## src/cwd_params.svh

```systemverilog
// constants for the core wrapper instruction decode block
`ifndef CWD_PARAMS_SVH
`define CWD_PARAMS_SVH

// instruction register width and opcodes
`define CWD_IR_W         3
`define CWD_OP_BYPASS    3'h0
`define CWD_OP_EXTEST    3'h1
`define CWD_OP_INTEST    3'h2
`define CWD_OP_PEXTEST   3'h3

// value loaded into the instruction shift stage on a capture event
`define CWD_IR_CAPT      3'h1

// boundary register layout: input cells low, output cells high
`define CWD_NIN          4
`define CWD_NOUT         4
`define CWD_BR_LEN       8
`define CWD_IN_LSB       0
`define CWD_OUT_LSB      4

// serial path lengths per instruction
`define CWD_LEN_BYPASS   4'h1
`define CWD_LEN_BOUNDARY 4'h8

`endif

```

## src/cwd_pkg.sv

```systemverilog
// types shared by the core wrapper instruction decode block
package cwd_pkg;
`include "cwd_params.svh"

   typedef enum logic [1:0] {
      MODE_BYPASS,
      MODE_EXTEST,
      MODE_INTEST,
      MODE_PEXTEST
   } cwd_mode_t;

   // serial control and data pins that come from outside the clock domain
   typedef struct packed {
      logic                 wrck;
      logic                 wrst_n;
      logic                 wsi;
      logic                 sel_wir;
      logic                 shift;
      logic                 capture;
      logic                 update;
      logic                 wpi;
      logic [`CWD_NIN-1:0]  pin_in;
   } cwd_pins_t;

endpackage

```

## src/cwd_wrapper_decode.sv

```systemverilog
// wrapper instruction register, decode, bypass and boundary register
//
// What this block does
// - serial instructions move test data only through the serial port
// - the parallel instruction moves its test data only through the parallel port
// - under the parallel instruction the bypass bit sits between serial in and out
// - an inward-facing core test instruction is decoded
// - bypass and serial external test each decode from their own opcode
// - every standard instruction has its own opcode, chosen freely
// - a user instruction sharing an opcode behaves as that standard one
// - bypass is in effect whenever the wrapper is disabled
// - under bypass only the one-bit bypass register is in the serial path
// - under bypass wrapper activity never disturbs the core
// - under bypass every boundary cell passes its functional signal through
// - wrapper reset makes bypass the active instruction
// - serial control signals sequence bypass and serial external test
// - under serial external test only the boundary register is in the path
// - under serial external test the core is protected by a hold
// - under serial external test outputs come from held cell data after update
// - under serial external test capture loads the input terminals
// - under serial external test capture leaves functional outputs alone
// - under serial external test the boundary register faces outward
// - under serial external test the core is kept quiet
// - under serial external test outputs stay at safe held values during shift
// - each instruction has a fixed serial path length
// - boundary data is held until a later instruction uses it
// - unselected registers stay still and disturb nothing
`timescale 1ns/100ps

module cwd_wrapper_decode
   import cwd_pkg::*;
(
   input  wire logic                 clk,
   input  wire logic                 rst_n,
   input  wire logic                 ce,
   input  wire logic                 wrck,
   input  wire logic                 wrst_n,
   input  wire logic                 wsi,
   input  wire logic                 sel_wir,
   input  wire logic                 shift_wr,
   input  wire logic                 capture_wr,
   input  wire logic                 update_wr,
   input  wire logic                 wpi,
   input  wire logic [`CWD_NIN-1:0]  pin_in,
   input  wire logic [`CWD_NOUT-1:0] core_out,
   output logic                      wso,
   output logic                      wpo,
   output logic      [`CWD_NOUT-1:0] wfo,
   output logic      [`CWD_NIN-1:0]  cfi,
   output logic                      core_hold,
   output logic                      par_en,
   output cwd_mode_t                 mode,
   output logic      [3:0]           path_len
);

   // unknown opcodes fall back to bypass, the only mode that leaves the core alone
   function automatic cwd_mode_t decode_op(input logic [`CWD_IR_W-1:0] op);
      cwd_mode_t m;
      m = MODE_BYPASS;
      unique case (op)
         `CWD_OP_BYPASS:  m = MODE_BYPASS;
         `CWD_OP_EXTEST:  m = MODE_EXTEST;
         `CWD_OP_INTEST:  m = MODE_INTEST;
         `CWD_OP_PEXTEST: m = MODE_PEXTEST;
         default:         m = MODE_BYPASS;
      endcase
      return m;
   endfunction

   function automatic logic faces_out(input cwd_mode_t m);
      return (m == MODE_EXTEST) || (m == MODE_PEXTEST);
   endfunction

   function automatic logic bypass_on_serial(input cwd_mode_t m);
      return (m == MODE_BYPASS) || (m == MODE_PEXTEST);
   endfunction

   cwd_pins_t                  pins_raw;
   cwd_pins_t                  pin_s1;
   cwd_pins_t                  pin_s2;
   logic                       wrck_d;
   logic                       wrck_rise;
   logic                       ir_ev;
   logic                       dr_ev;
   logic                       dr_cap;
   logic [`CWD_IR_W-1:0]       wir_sr;
   cwd_mode_t                  active;
   logic                       byp;
   logic [`CWD_BR_LEN-1:0]     br_sh;
   logic [`CWD_BR_LEN-1:0]     br_up;
   logic                       br_sel;
   logic                       br_sin;

   assign pins_raw = {wrck, wrst_n, wsi, sel_wir, shift_wr, capture_wr, update_wr, wpi, pin_in};

   // two-flop synchroniser on every pin; only pin_s2 is read by logic
   always_ff @(posedge clk or negedge rst_n) begin
      if (!rst_n) begin
         pin_s1 <= '0;
         pin_s2 <= '0;
      end else if (ce) begin
         pin_s1 <= pins_raw;
         pin_s2 <= pin_s1;
      end
   end

   // the wrapper clock is sampled, not used as a clock; it must stay slower than clk/4
   always_ff @(posedge clk or negedge rst_n) begin
      if (!rst_n) begin
         wrck_d <= 1'b0;
      end else if (ce) begin
         wrck_d <= pin_s2.wrck;
      end
   end

   assign wrck_rise = pin_s2.wrck & ~wrck_d;
   assign ir_ev     = wrck_rise & pin_s2.wrst_n & pin_s2.sel_wir;
   assign dr_ev     = wrck_rise & pin_s2.wrst_n & ~pin_s2.sel_wir;
   assign dr_cap    = dr_ev & pin_s2.capture;
   assign br_sel    = (active != MODE_BYPASS);
   assign br_sin    = (active == MODE_PEXTEST) ? pin_s2.wpi : pin_s2.wsi;

   // instruction register: shift stage plus the decoded active instruction
   always_ff @(posedge clk or negedge rst_n) begin
      if (!rst_n) begin
         wir_sr <= `CWD_OP_BYPASS;
         active <= MODE_BYPASS;
      end else if (ce) begin
         if (!pin_s2.wrst_n) begin
            wir_sr <= `CWD_OP_BYPASS;
            active <= MODE_BYPASS;
         end else if (ir_ev) begin
            if (pin_s2.capture) begin
               wir_sr <= `CWD_IR_CAPT;
            end else if (pin_s2.shift) begin
               wir_sr <= {pin_s2.wsi, wir_sr[`CWD_IR_W-1:1]};
            end else if (pin_s2.update) begin
               active <= decode_op(wir_sr);
            end
         end
      end
   end

   // bypass bit moves only while it is the selected serial path
   always_ff @(posedge clk or negedge rst_n) begin
      if (!rst_n) begin
         byp <= 1'b0;
      end else if (ce && dr_ev && bypass_on_serial(active)) begin
         if (pin_s2.capture) begin
            byp <= 1'b0;
         end else if (pin_s2.shift) begin
            byp <= pin_s2.wsi;
         end
      end
   end

   // boundary shift stage: outward capture takes the pins, inward the core outputs
   always_ff @(posedge clk or negedge rst_n) begin
      if (!rst_n) begin
         br_sh <= '0;
      end else if (ce && dr_ev && br_sel) begin
         if (pin_s2.capture) begin
            if (faces_out(active)) begin
               br_sh[`CWD_IN_LSB +: `CWD_NIN] <= pin_s2.pin_in;
            end else begin
               br_sh[`CWD_OUT_LSB +: `CWD_NOUT] <= core_out;
            end
         end else if (pin_s2.shift) begin
            br_sh <= {br_sin, br_sh[`CWD_BR_LEN-1:1]};
         end
      end
   end

   // update stage holds its data across instruction changes, so preloaded
   // values survive until the instruction that applies them
   always_ff @(posedge clk or negedge rst_n) begin
      if (!rst_n) begin
         br_up <= '0;
      end else if (ce && dr_ev && br_sel && pin_s2.update && !pin_s2.capture
                   && !pin_s2.shift) begin
         br_up <= br_sh;
      end
   end

   // serial and parallel scan outputs
   always_ff @(posedge clk or negedge rst_n) begin
      if (!rst_n) begin
         wso <= 1'b0;
         wpo <= 1'b0;
      end else if (ce) begin
         if (pin_s2.sel_wir) begin
            wso <= wir_sr[0];
         end else if (bypass_on_serial(active)) begin
            wso <= byp;
         end else begin
            wso <= br_sh[0];
         end
         wpo <= (active == MODE_PEXTEST) ? br_sh[0] : 1'b0;
      end
   end

   // functional outputs: held cell data when facing out, core data otherwise.
   // shifting only touches br_sh, so outputs keep safe held values while shifting
   always_ff @(posedge clk or negedge rst_n) begin
      if (!rst_n) begin
         wfo <= '0;
      end else if (ce) begin
         if (faces_out(active)) begin
            wfo <= br_up[`CWD_OUT_LSB +: `CWD_NOUT];
         end else begin
            wfo <= core_out;
         end
      end
   end

   // core inputs: driven from cells only when testing inward
   always_ff @(posedge clk or negedge rst_n) begin
      if (!rst_n) begin
         cfi <= '0;
      end else if (ce) begin
         if (active == MODE_INTEST) begin
            cfi <= br_up[`CWD_IN_LSB +: `CWD_NIN];
         end else begin
            cfi <= pin_s2.pin_in;
         end
      end
   end

   // status and core protection
   always_ff @(posedge clk or negedge rst_n) begin
      if (!rst_n) begin
         core_hold <= 1'b0;
         par_en    <= 1'b0;
         mode      <= MODE_BYPASS;
         path_len  <= `CWD_LEN_BYPASS;
      end else if (ce) begin
         core_hold <= faces_out(active);
         par_en    <= (active == MODE_PEXTEST);
         mode      <= active;
         path_len  <= bypass_on_serial(active) ? `CWD_LEN_BYPASS
                                               : `CWD_LEN_BOUNDARY;
      end
   end
endmodule

```

## config.mk

```make
export PLATFORM = sky130hd
export DESIGN_NAME = cwd_wrapper_decode
export DESIGN_NICKNAME = d
export VERILOG_FILES = /design/src/cwd_pkg.sv /design/src/cwd_wrapper_decode.sv
export VERILOG_INCLUDE_DIRS = /design/src
export SDC_FILE = /design/constraint.sdc
export NUM_CORES = 1
export LEC_CHECK = 0
export ABC_CLOCK_PERIOD_IN_PS = 2900
export BUFFER_PORTS_ARGS = -buffer_cell sky130_fd_sc_hd__buf_2
export CAP_MARGIN = 20
export CORE_MARGIN = 2
export CORE_UTILIZATION = 50
export CTS_BUF_LIST = sky130_fd_sc_hd__clkbuf_8
export DETAILED_ROUTE_END_ITERATION = 6
export GPL_TIMING_DRIVEN = 0
export PLACE_DENSITY_LB_ADDON = 0.05
export SLEW_MARGIN = 40
export SYNTH_ARGS = -nofsm -noshare
export SYNTH_HDL_FRONTEND = slang
export SYNTH_SLANG_ARGS = --single-unit
export TNS_END_PERCENT = 10
```

## constraint.sdc

```tcl
create_clock -name clk -period 2.9 [get_ports clk]
set_input_delay 0.58 -clock clk [delete_from_list [all_inputs] [get_ports clk]]
set_output_delay 0.58 -clock clk [all_outputs]
set_load 0.1 [all_outputs]
```

==> results of run 1 <==
[how the worst min path moves through the flow]
stage / depth (start not counted) / start / slack, ns / endpoint
2_1_floorplan: 0 / rst_n / 0.28 / active[0]
5_1_grt: 1 / rst_n / 0.13 / mode[0]
6_report: 1 / rst_n / 0.12 / mode[0]
4_1_cts: 1 / rst_n / 0.13 / byp
3_5_place_dp: 2 / path_len[0] / 0.45 / path_len[0]
3_3_place_gp: 2 / path_len[0] / 0.46 / path_len[0]
[cells by family (layout without fill, tap and decap cells)]
group	count (synthesis)	count (layout)
mux	66	66
other cells	1	2
simple gates	36	36
fa+ha+maj	4	4
buf+inv	19	69
flops	63	63
compound gates	24	24
[synth_stat cells, types with 2 or more instances]
| library cell | number |
|---|---|
| mux2i_1 | 13 |
| clkbuf_1 | 3 |
| o21ai_0 | 3 |
| buf_2 | 5 |
| buf_4 | 3 |
| buf_1 | 3 |
| inv_1 | 5 |
| a21oi_1 | 11 |
| o211ai_1 | 3 |
| ha_1 | 4 |
| dfrtp_1 | 62 |
| a31oi_1 | 2 |
| nor3b_1 | 2 |
| mux2_2 | 53 |
| nor2b_1 | 6 |
| nand2_1 | 3 |
| nand3_1 | 2 |
| nand4b_1 | 2 |
| nor2_1 | 10 |
[registers in the layout (all words and copies together) (netlist names), 2 cells and up]
signal and flops:
wfo 4, mode 2, path_len 2, pin_s1 12, active 2, wir_sr 3, br_sh 8, cfi 4
br_up 8, pin_s2 12
[power by group through the flow]
stage               Sequential [mW]  Combinational (mW)  Clock, mW
floorplan                      1.21               0.202          0
global placement               1.04               0.469          0
detailed placement             1.05               0.479          0
CTS                            1.03               0.479      0.806
global route                   1.04               0.509      0.842
finish                         1.03               0.474      0.787
[final cells by class]
class / instances / area [um2]
Buffer: 14 / 70.1
Clock buffer: 12 / 165
Clock inverter: 4 / 43.8
Fill cell: 476 / 2180
Inverter: 5 / 18.8
Multi-Input combinational cell: 132 / 1180
Sequential cell: 63 / 1580
Tap cell: 72 / 90.1
Timing Repair Buffer: 34 / 188
[worst register-to-register path, delay by kind of cell (launching register included)]
| family | cells | cell delay (ns) |
|---|---|---|
| multiplexers | 1 | 0.33 |
| buffers and inverters | 1 | 0.12 |
| adder cells (fa/ha/maj) | 1 | 0.25 |
| flip-flops | 1 | 0.56 |
| AND/OR/NAND/NOR | 2 | 0.55 |
[metal layers]
layer,GRT usage [%],vias up,share of wire (%),wire [um]
li1,-,848,-,-
met3,5.23,11,3.5,183
met5,0,-,0,0
met1,27.3,847,50,2630
met2,27.2,31,44,2350
met4,9.31,0,2.4,126
[stage by stage]
stage / worst slack (ns) / instance area [um2]
after global routing: 0.866 / 3330
after floorplan: 1.27 / 2840
after CTS: 0.965 / 3330
after global placement: 0.978 / 3100
final: 0.977 / 3330
after detailed placement: 0.979 / 3120
==> summary.md, run 1 <==
| Metric | Value |
|---|---|
| P_leak | 1.57 nW |
| Logic pwr share | 20.7% |
| Reg2reg end | br_up[6] |
| Switching fraction of total power | 31.2% |
| WL per Instance | 15.8 um |
| Initial antenna violation count | 0 |
| P_sw | 0.715 mW |
| Pwr dens | 688 nW/um2 |
| Max VDD drop | 342 uV |
| Final hold slack | 0.122 ns |
| GR Util All Layers | 19.2% |
| Longest Clk Path Bufs | 2 |
| Worst Setup SP | active[0] |
| Post-Syn Area | 2840 um2 |
| Arr. time, crit path | 2.15 ns |
| Layout area overhead | 17.3% |
| Largest net degree at the start of global routing | 43 |
| Post_cts resized | 0 |
| Critical path's slowest cell | dfrtp_1 |
| TritonRoute pass-1 iters | 4 |
| Commonest cells after routing, fill and taps aside | 62 x dfrtp_1, 53 x mux2_2, 37 x buf_2 |
| # DRC | 0 |
| FF-to-FF path depth | 5 |
| Synth Area in Simple Gates | 8.37% |
| Max_cap viols | 0 |
| Unrepaired setup endpoints after global routing | false |
| Via count | 1,737 |
| Worst-Margin Slew | 0.660 ns |
| DRT iter0 DRCs | 46 |
| Row cnt | 27 |
| Clock Sinks | 63 |
| Finished Core Util | 60.5% |
| CP Max Fanout | 8 |
| Clock network fraction of total power | 34.3% |
| Most common cell after layout, fill and taps aside | dfrtp_1 |
| Layout cell share with drive strength beyond 1 | 43.9% |
| Die Wd | 79.4 um |
| Final Skew | 0.00532 ns |
| Max incr delay on CP | 0.56 ns |
| Input/output buffers | 33 |
| Top delay family on crit path | flip-flops |
| Reg-to-reg startpoint | active[0] |
| Primary FF master, synth | dfrtp_1 |
| Internal power | 1.58 mW |
| Final non-filler cell total | 336 |
| Final net count | 282 |
| Grt ovf | 0 |
| Final setup TNS | 0 ns |
| Placed insts | 320 |
| Die Footprint | 6300 um2 |
| Worst-path cell chain | inv_1 > ha_1 > nor3b_4 > nand4_4 > mux2_2 |
| CTS Root Cell | clkbuf_8 |
| Type of origin of the critical path | flip-flop |
| Crit path time final | 1.92 ns |
| Detailed Place HPWL | 3640 um |
| YS warnings | 0 |
| Peak Freq | 520 MHz |
| Total power | 2.29 mW |
| Cells after synthesis | 213 |
| Total wire length | 5290 um |
| Worst setup path endpoint | br_up[6] |
| Area leader, netlist | dfrtp_1 |
| Synth async-reset ratio | 100% |
| Synthesized area per cell | 13.3 um2 |
| CP Capture Type | flip-flop |
| Die Y | 79.4 um |
| Final cycle utilization of the critical path | 66.3% |
| DR vias/cell | 5.17 |
| Vias in the first global route | 1,737 |
| Flops & latches, synth | 63 |
| Yosys top cell area share | 54.6% |
| Register clock-pin slew on the reported worst setup and hold paths | 0.07 ns |
| Core Region | 5510 um2 |
| WP data required | 3.13 ns |
| Mux cell area share after synthesis | 25.6% |
| Critical path type | reg2reg |
| Final setup violating endpoints | 0 |
| First-pass GRT wire length | 8910 um |
| H-tree lvl count | 3 |
| Total CTS buffers | 9 |
| Final Hold Fails | 0 |
| # diodes | 0 |
| Max-slew headroom | 56.0% |
| Ranking of synthesized cells by area | dfrtp_1 55%, mux2_2 21%, mux2i_1 4.6%, a21oi_1 1.9%, ha_1 1.8% |
| CP Depth | 5 |
| Adder-cell share of the synthesized area | 1.76% |
| Final ANT Viol Nets | 0 |
| Netlist cell types | 37 |
| Starting Density | 51.6% |
| # IOs | 37 |
| Tightest Hold Check Type | in2async |
| Main combinational cell family by area after synthesis | multiplexers |
| Seq pwr share | 45.0% |
| Postcts setup bufs | 0 |
| Sequential share of the synthesized area | 55.6% |
| Synth Area in Compound Gates | 5.42% |
| XOR/XNOR share of the synthesized area | 0% |
| Reg2reg setup slack | 0.98 ns |
| CP Buf/Inv Count | 1 |
| Status | finished, final reports clean |
| GP Congestion | 0.757 |
| Clock Latency Late Sink | 0.34 ns |
| # hold bufs at CTS | 0 |
| Pins Over Slew Limit | 0 |
| CTS tree | done |
| Number of flops mapped to enable cells by yosys | 0 |
(Power assumes the default switching activity.)
==> inputs of run 2 (changes only) <==
ABC_CLOCK_PERIOD_IN_PS = 1750   (was 2900)
clock period = 1.75 ns   (was 2.9 ns; I/O delays follow)
==> run 2 against run 1 <==
Against the previous run:
- design area increased by 2.1%
- via count increased by 0.81%
- critical path depth unchanged
- sequential power increased by 66%
- wire length increased by 0.23%
- die area unchanged
- worst setup slack got worse by 0.91 ns
- clock-buffer cell count unchanged
- cell count increased by 1.5%
- clock skew decreased by 0.00069 ns
- first-iteration DRC count increased by 4.3%
- critical endpoint is now br_up[2]
==> summary.md, run 2 (synthesized netlist as in run 1, its figures left out) <==
| Metric | Value |
|---|---|
| Die Y | 79.4 um (unchanged) |
| GR Util All Layers | 19.3% (was 19.2%) |
| Initial antenna violation count | 0 (unchanged) |
| Starting Density | 51.6% (unchanged) |
| Pins Over Slew Limit | 0 (unchanged) |
| Hold wc startpoint | wpi |
| # IOs | 37 (unchanged) |
| Total wire length | 5310 um (was 5290 um) |
| Pwr dens | 1120 nW/um2 (was 688 nW/um2) |
| CP Max Fanout | 8 (unchanged) |
| Critical path's slowest cell | dfrtp_2 (was dfrtp_1) |
| Max-slew headroom | 55.5% (was 56.0%) |
| Final ANT Viol Nets | 0 (unchanged) |
| DR vias/cell | 5.13 (was 5.17) |
| # diodes | 0 (unchanged) |
| Core Region | 5510 um2 (unchanged) |
| # DRC | 0 (unchanged) |
| Layout cell share with drive strength beyond 1 | 46.8% (was 43.9%) |
| WL per Instance | 15.6 um (was 15.8 um) |
| Final non-filler cell total | 341 (was 336) |
| Final hold slack | 0.242 ns (was 0.122 ns) |
| Largest net degree at the start of global routing | 43 (unchanged) |
| First-pass GRT wire length | 8950 um (was 8910 um) |
| Max_cap viols | 0 (unchanged) |
| Total CTS buffers | 9 (unchanged) |
| Peak Freq | 593 MHz (was 520 MHz) |
| Max incr delay on CP | 0.40 ns (was 0.56 ns) |
| Most common cell after layout, fill and taps aside | dfrtp_1 (unchanged) |
| Critical path type | reg2reg (unchanged) |
| WP data required | 1.97 ns (was 3.13 ns) |
| Final Skew | 0.00463 ns (was 0.00532 ns) |
| TritonRoute pass-1 iters | 4 (unchanged) |
| Place WS | -0.171 ns (was 0.979 ns) |
| Unrepaired setup endpoints after global routing | true (was false) |
| Die Footprint | 6300 um2 (unchanged) |
| Input/output buffers | 33 (unchanged) |
| Via count | 1,751 (was 1,737) |
| CTS Root Cell | clkbuf_8 (unchanged) |
| CP Capture Type | flip-flop (unchanged) |
| Clock Latency Late Sink | 0.33 ns (was 0.34 ns) |
| Final net count | 287 (was 282) |
| Register clock-pin slew on the reported worst setup and hold paths | 0.07 ns (about the same) |
| WL met1 | 2660 um (was 2630 um) |
| Detailed Place HPWL | 3640 um (unchanged) |
| H-tree lvl count | 3 (unchanged) |
| Vias in the first global route | 1,753 (was 1,737) |
| CTS tree | done (unchanged) |
| Worst-Margin Slew | 0.668 ns (was 0.660 ns) |
| Crit path time final | 1.69 ns (was 1.92 ns) |
| Tightest Hold Check Type | in2reg (was in2async) |
| Clock Sinks | 63 (unchanged) |
| Row cnt | 27 (unchanged) |
| Total power | 3.81 mW (was 2.29 mW) |
| Final setup violating endpoints | 0 (unchanged) |
| Final cycle utilization of the critical path | 96.3% (was 66.3%) |
| Type of origin of the critical path | flip-flop (unchanged) |
| Met2 WL post-DR | 2350 um (about the same) |
| Commonest cells after routing, fill and taps aside | 60 x dfrtp_1, 52 x mux2_2, 37 x buf_2 (was 62 x dfrtp_1, 53 x mux2_2, 37 x buf_2) |
| Layout area overhead | 19.7% (was 17.3%) |
| Longest Clk Path Bufs | 2 (unchanged) |
| Status | finished, final reports clean (unchanged) |
| Final Hold Fails | 0 (unchanged) |
| Die Wd | 79.4 um (unchanged) |
| Worst Setup Slack, final | 0.0642 ns (was 0.977 ns) |
| Grt ovf | 0 (unchanged) |
| Worst Setup SP | active[0] (unchanged) |
| Largest registers | pin_s1: 12 flops, pin_s2: 12 flops (unchanged) |
| Arr. time, crit path | 1.91 ns (was 2.15 ns) |
| Placed insts | 320 (unchanged) |
| P_leak | 1.61 nW (was 1.57 nW) |
| Top Layer Used | met4 (unchanged) |
| Worst-path cell chain | inv_1 > ha_2 > nor3b_4 > nand4_4 > mux2_4 (was inv_1 > ha_1 > nor3b_4 > nand4_4 > mux2_2) |
| Reg-to-reg startpoint | active[0] (unchanged) |
| DRT iter0 DRCs | 48 (was 46) |
| Max VDD drop | 536 uV (was 342 uV) |
| GP Congestion | 0.757 (unchanged) |
| Met3 wire len | 186 um (was 183 um) |
run 2: changes by cell type in the layout (fill, tap and decap cells not counted), sizes merged:
cell and change:
dlygate4sd3 +1, clkbuf +1, buf +3
run 2: worst max-delay path: cells and delay by family (launching register included):
kind	cells	cell delay (ns)
and+or+nand+nor	2	0.55
DFF	1	0.40
muxes	1	0.35
adders and majority gates	1	0.19
buffers and inverters	1	0.07
run 2: layout make-up:
class	instances	area, um2
Buffer	14	71.3
Clock inverter	4	43.8
Sequential cell	63	1580
Multi-Input combinational cell	132	1200
Tap cell	72	90.1
Fill cell	471	2110
Timing Repair Buffer	39	231
Inverter	5	18.8
Clock buffer	12	165
run 2: power breakdown:
| group | total [mW] | internal (mW) | switching (mW) |
|---|---|---|---|
| combinational | 0.803 | 0.259 | 0.544 |
| clock | 1.30 | 0.764 | 0.535 |
| sequential | 1.71 | 1.60 | 0.105 |
run 2: through the flow:
| step | TNS (ns) | utilization [%] | area, um2 |
|---|---|---|---|
| finish | 0 | 61.7 | 3400 |
| global route | -0.0710 | 61.7 | 3400 |
| CTS | 0 | 61.1 | 3360 |
| detailed placement | -2.31 | 56.7 | 3120 |
| global placement | -2.30 | 56.3 | 3100 |
| floorplan | 0 | - | 2840 |
run 2: timing repair:
item / in CTS / in global routing
endpoints found under the setup margin: 17 / 14
hold buffers: 1 / 0
pin swaps: 2 / 3
hold endpoints to repair: 20 / 0
buffers inserted: 2 / 2
gates resized for setup: 3 / 6
run 2: per-layer routing:
metal	track usage [%]	up-vias
met1	27.4	845
met2	27.3	37
li1	-	859
met3	5.11	10
met4	9.31	0
met5	0	-
run 2: path summary, 6_finish.rpt:
kind                       depth (start not counted)          end  slack, ns
max                                                5     br_up[2]       0.06
min                                                2    pin_s1[4]       0.24
max reg2reg                                        5     br_up[2]       0.06
min reg2reg                                        2  path_len[0]       0.46
max in group asynchronous                          3    active[0]       0.79
min in group asynchronous                          2      mode[0]       0.45
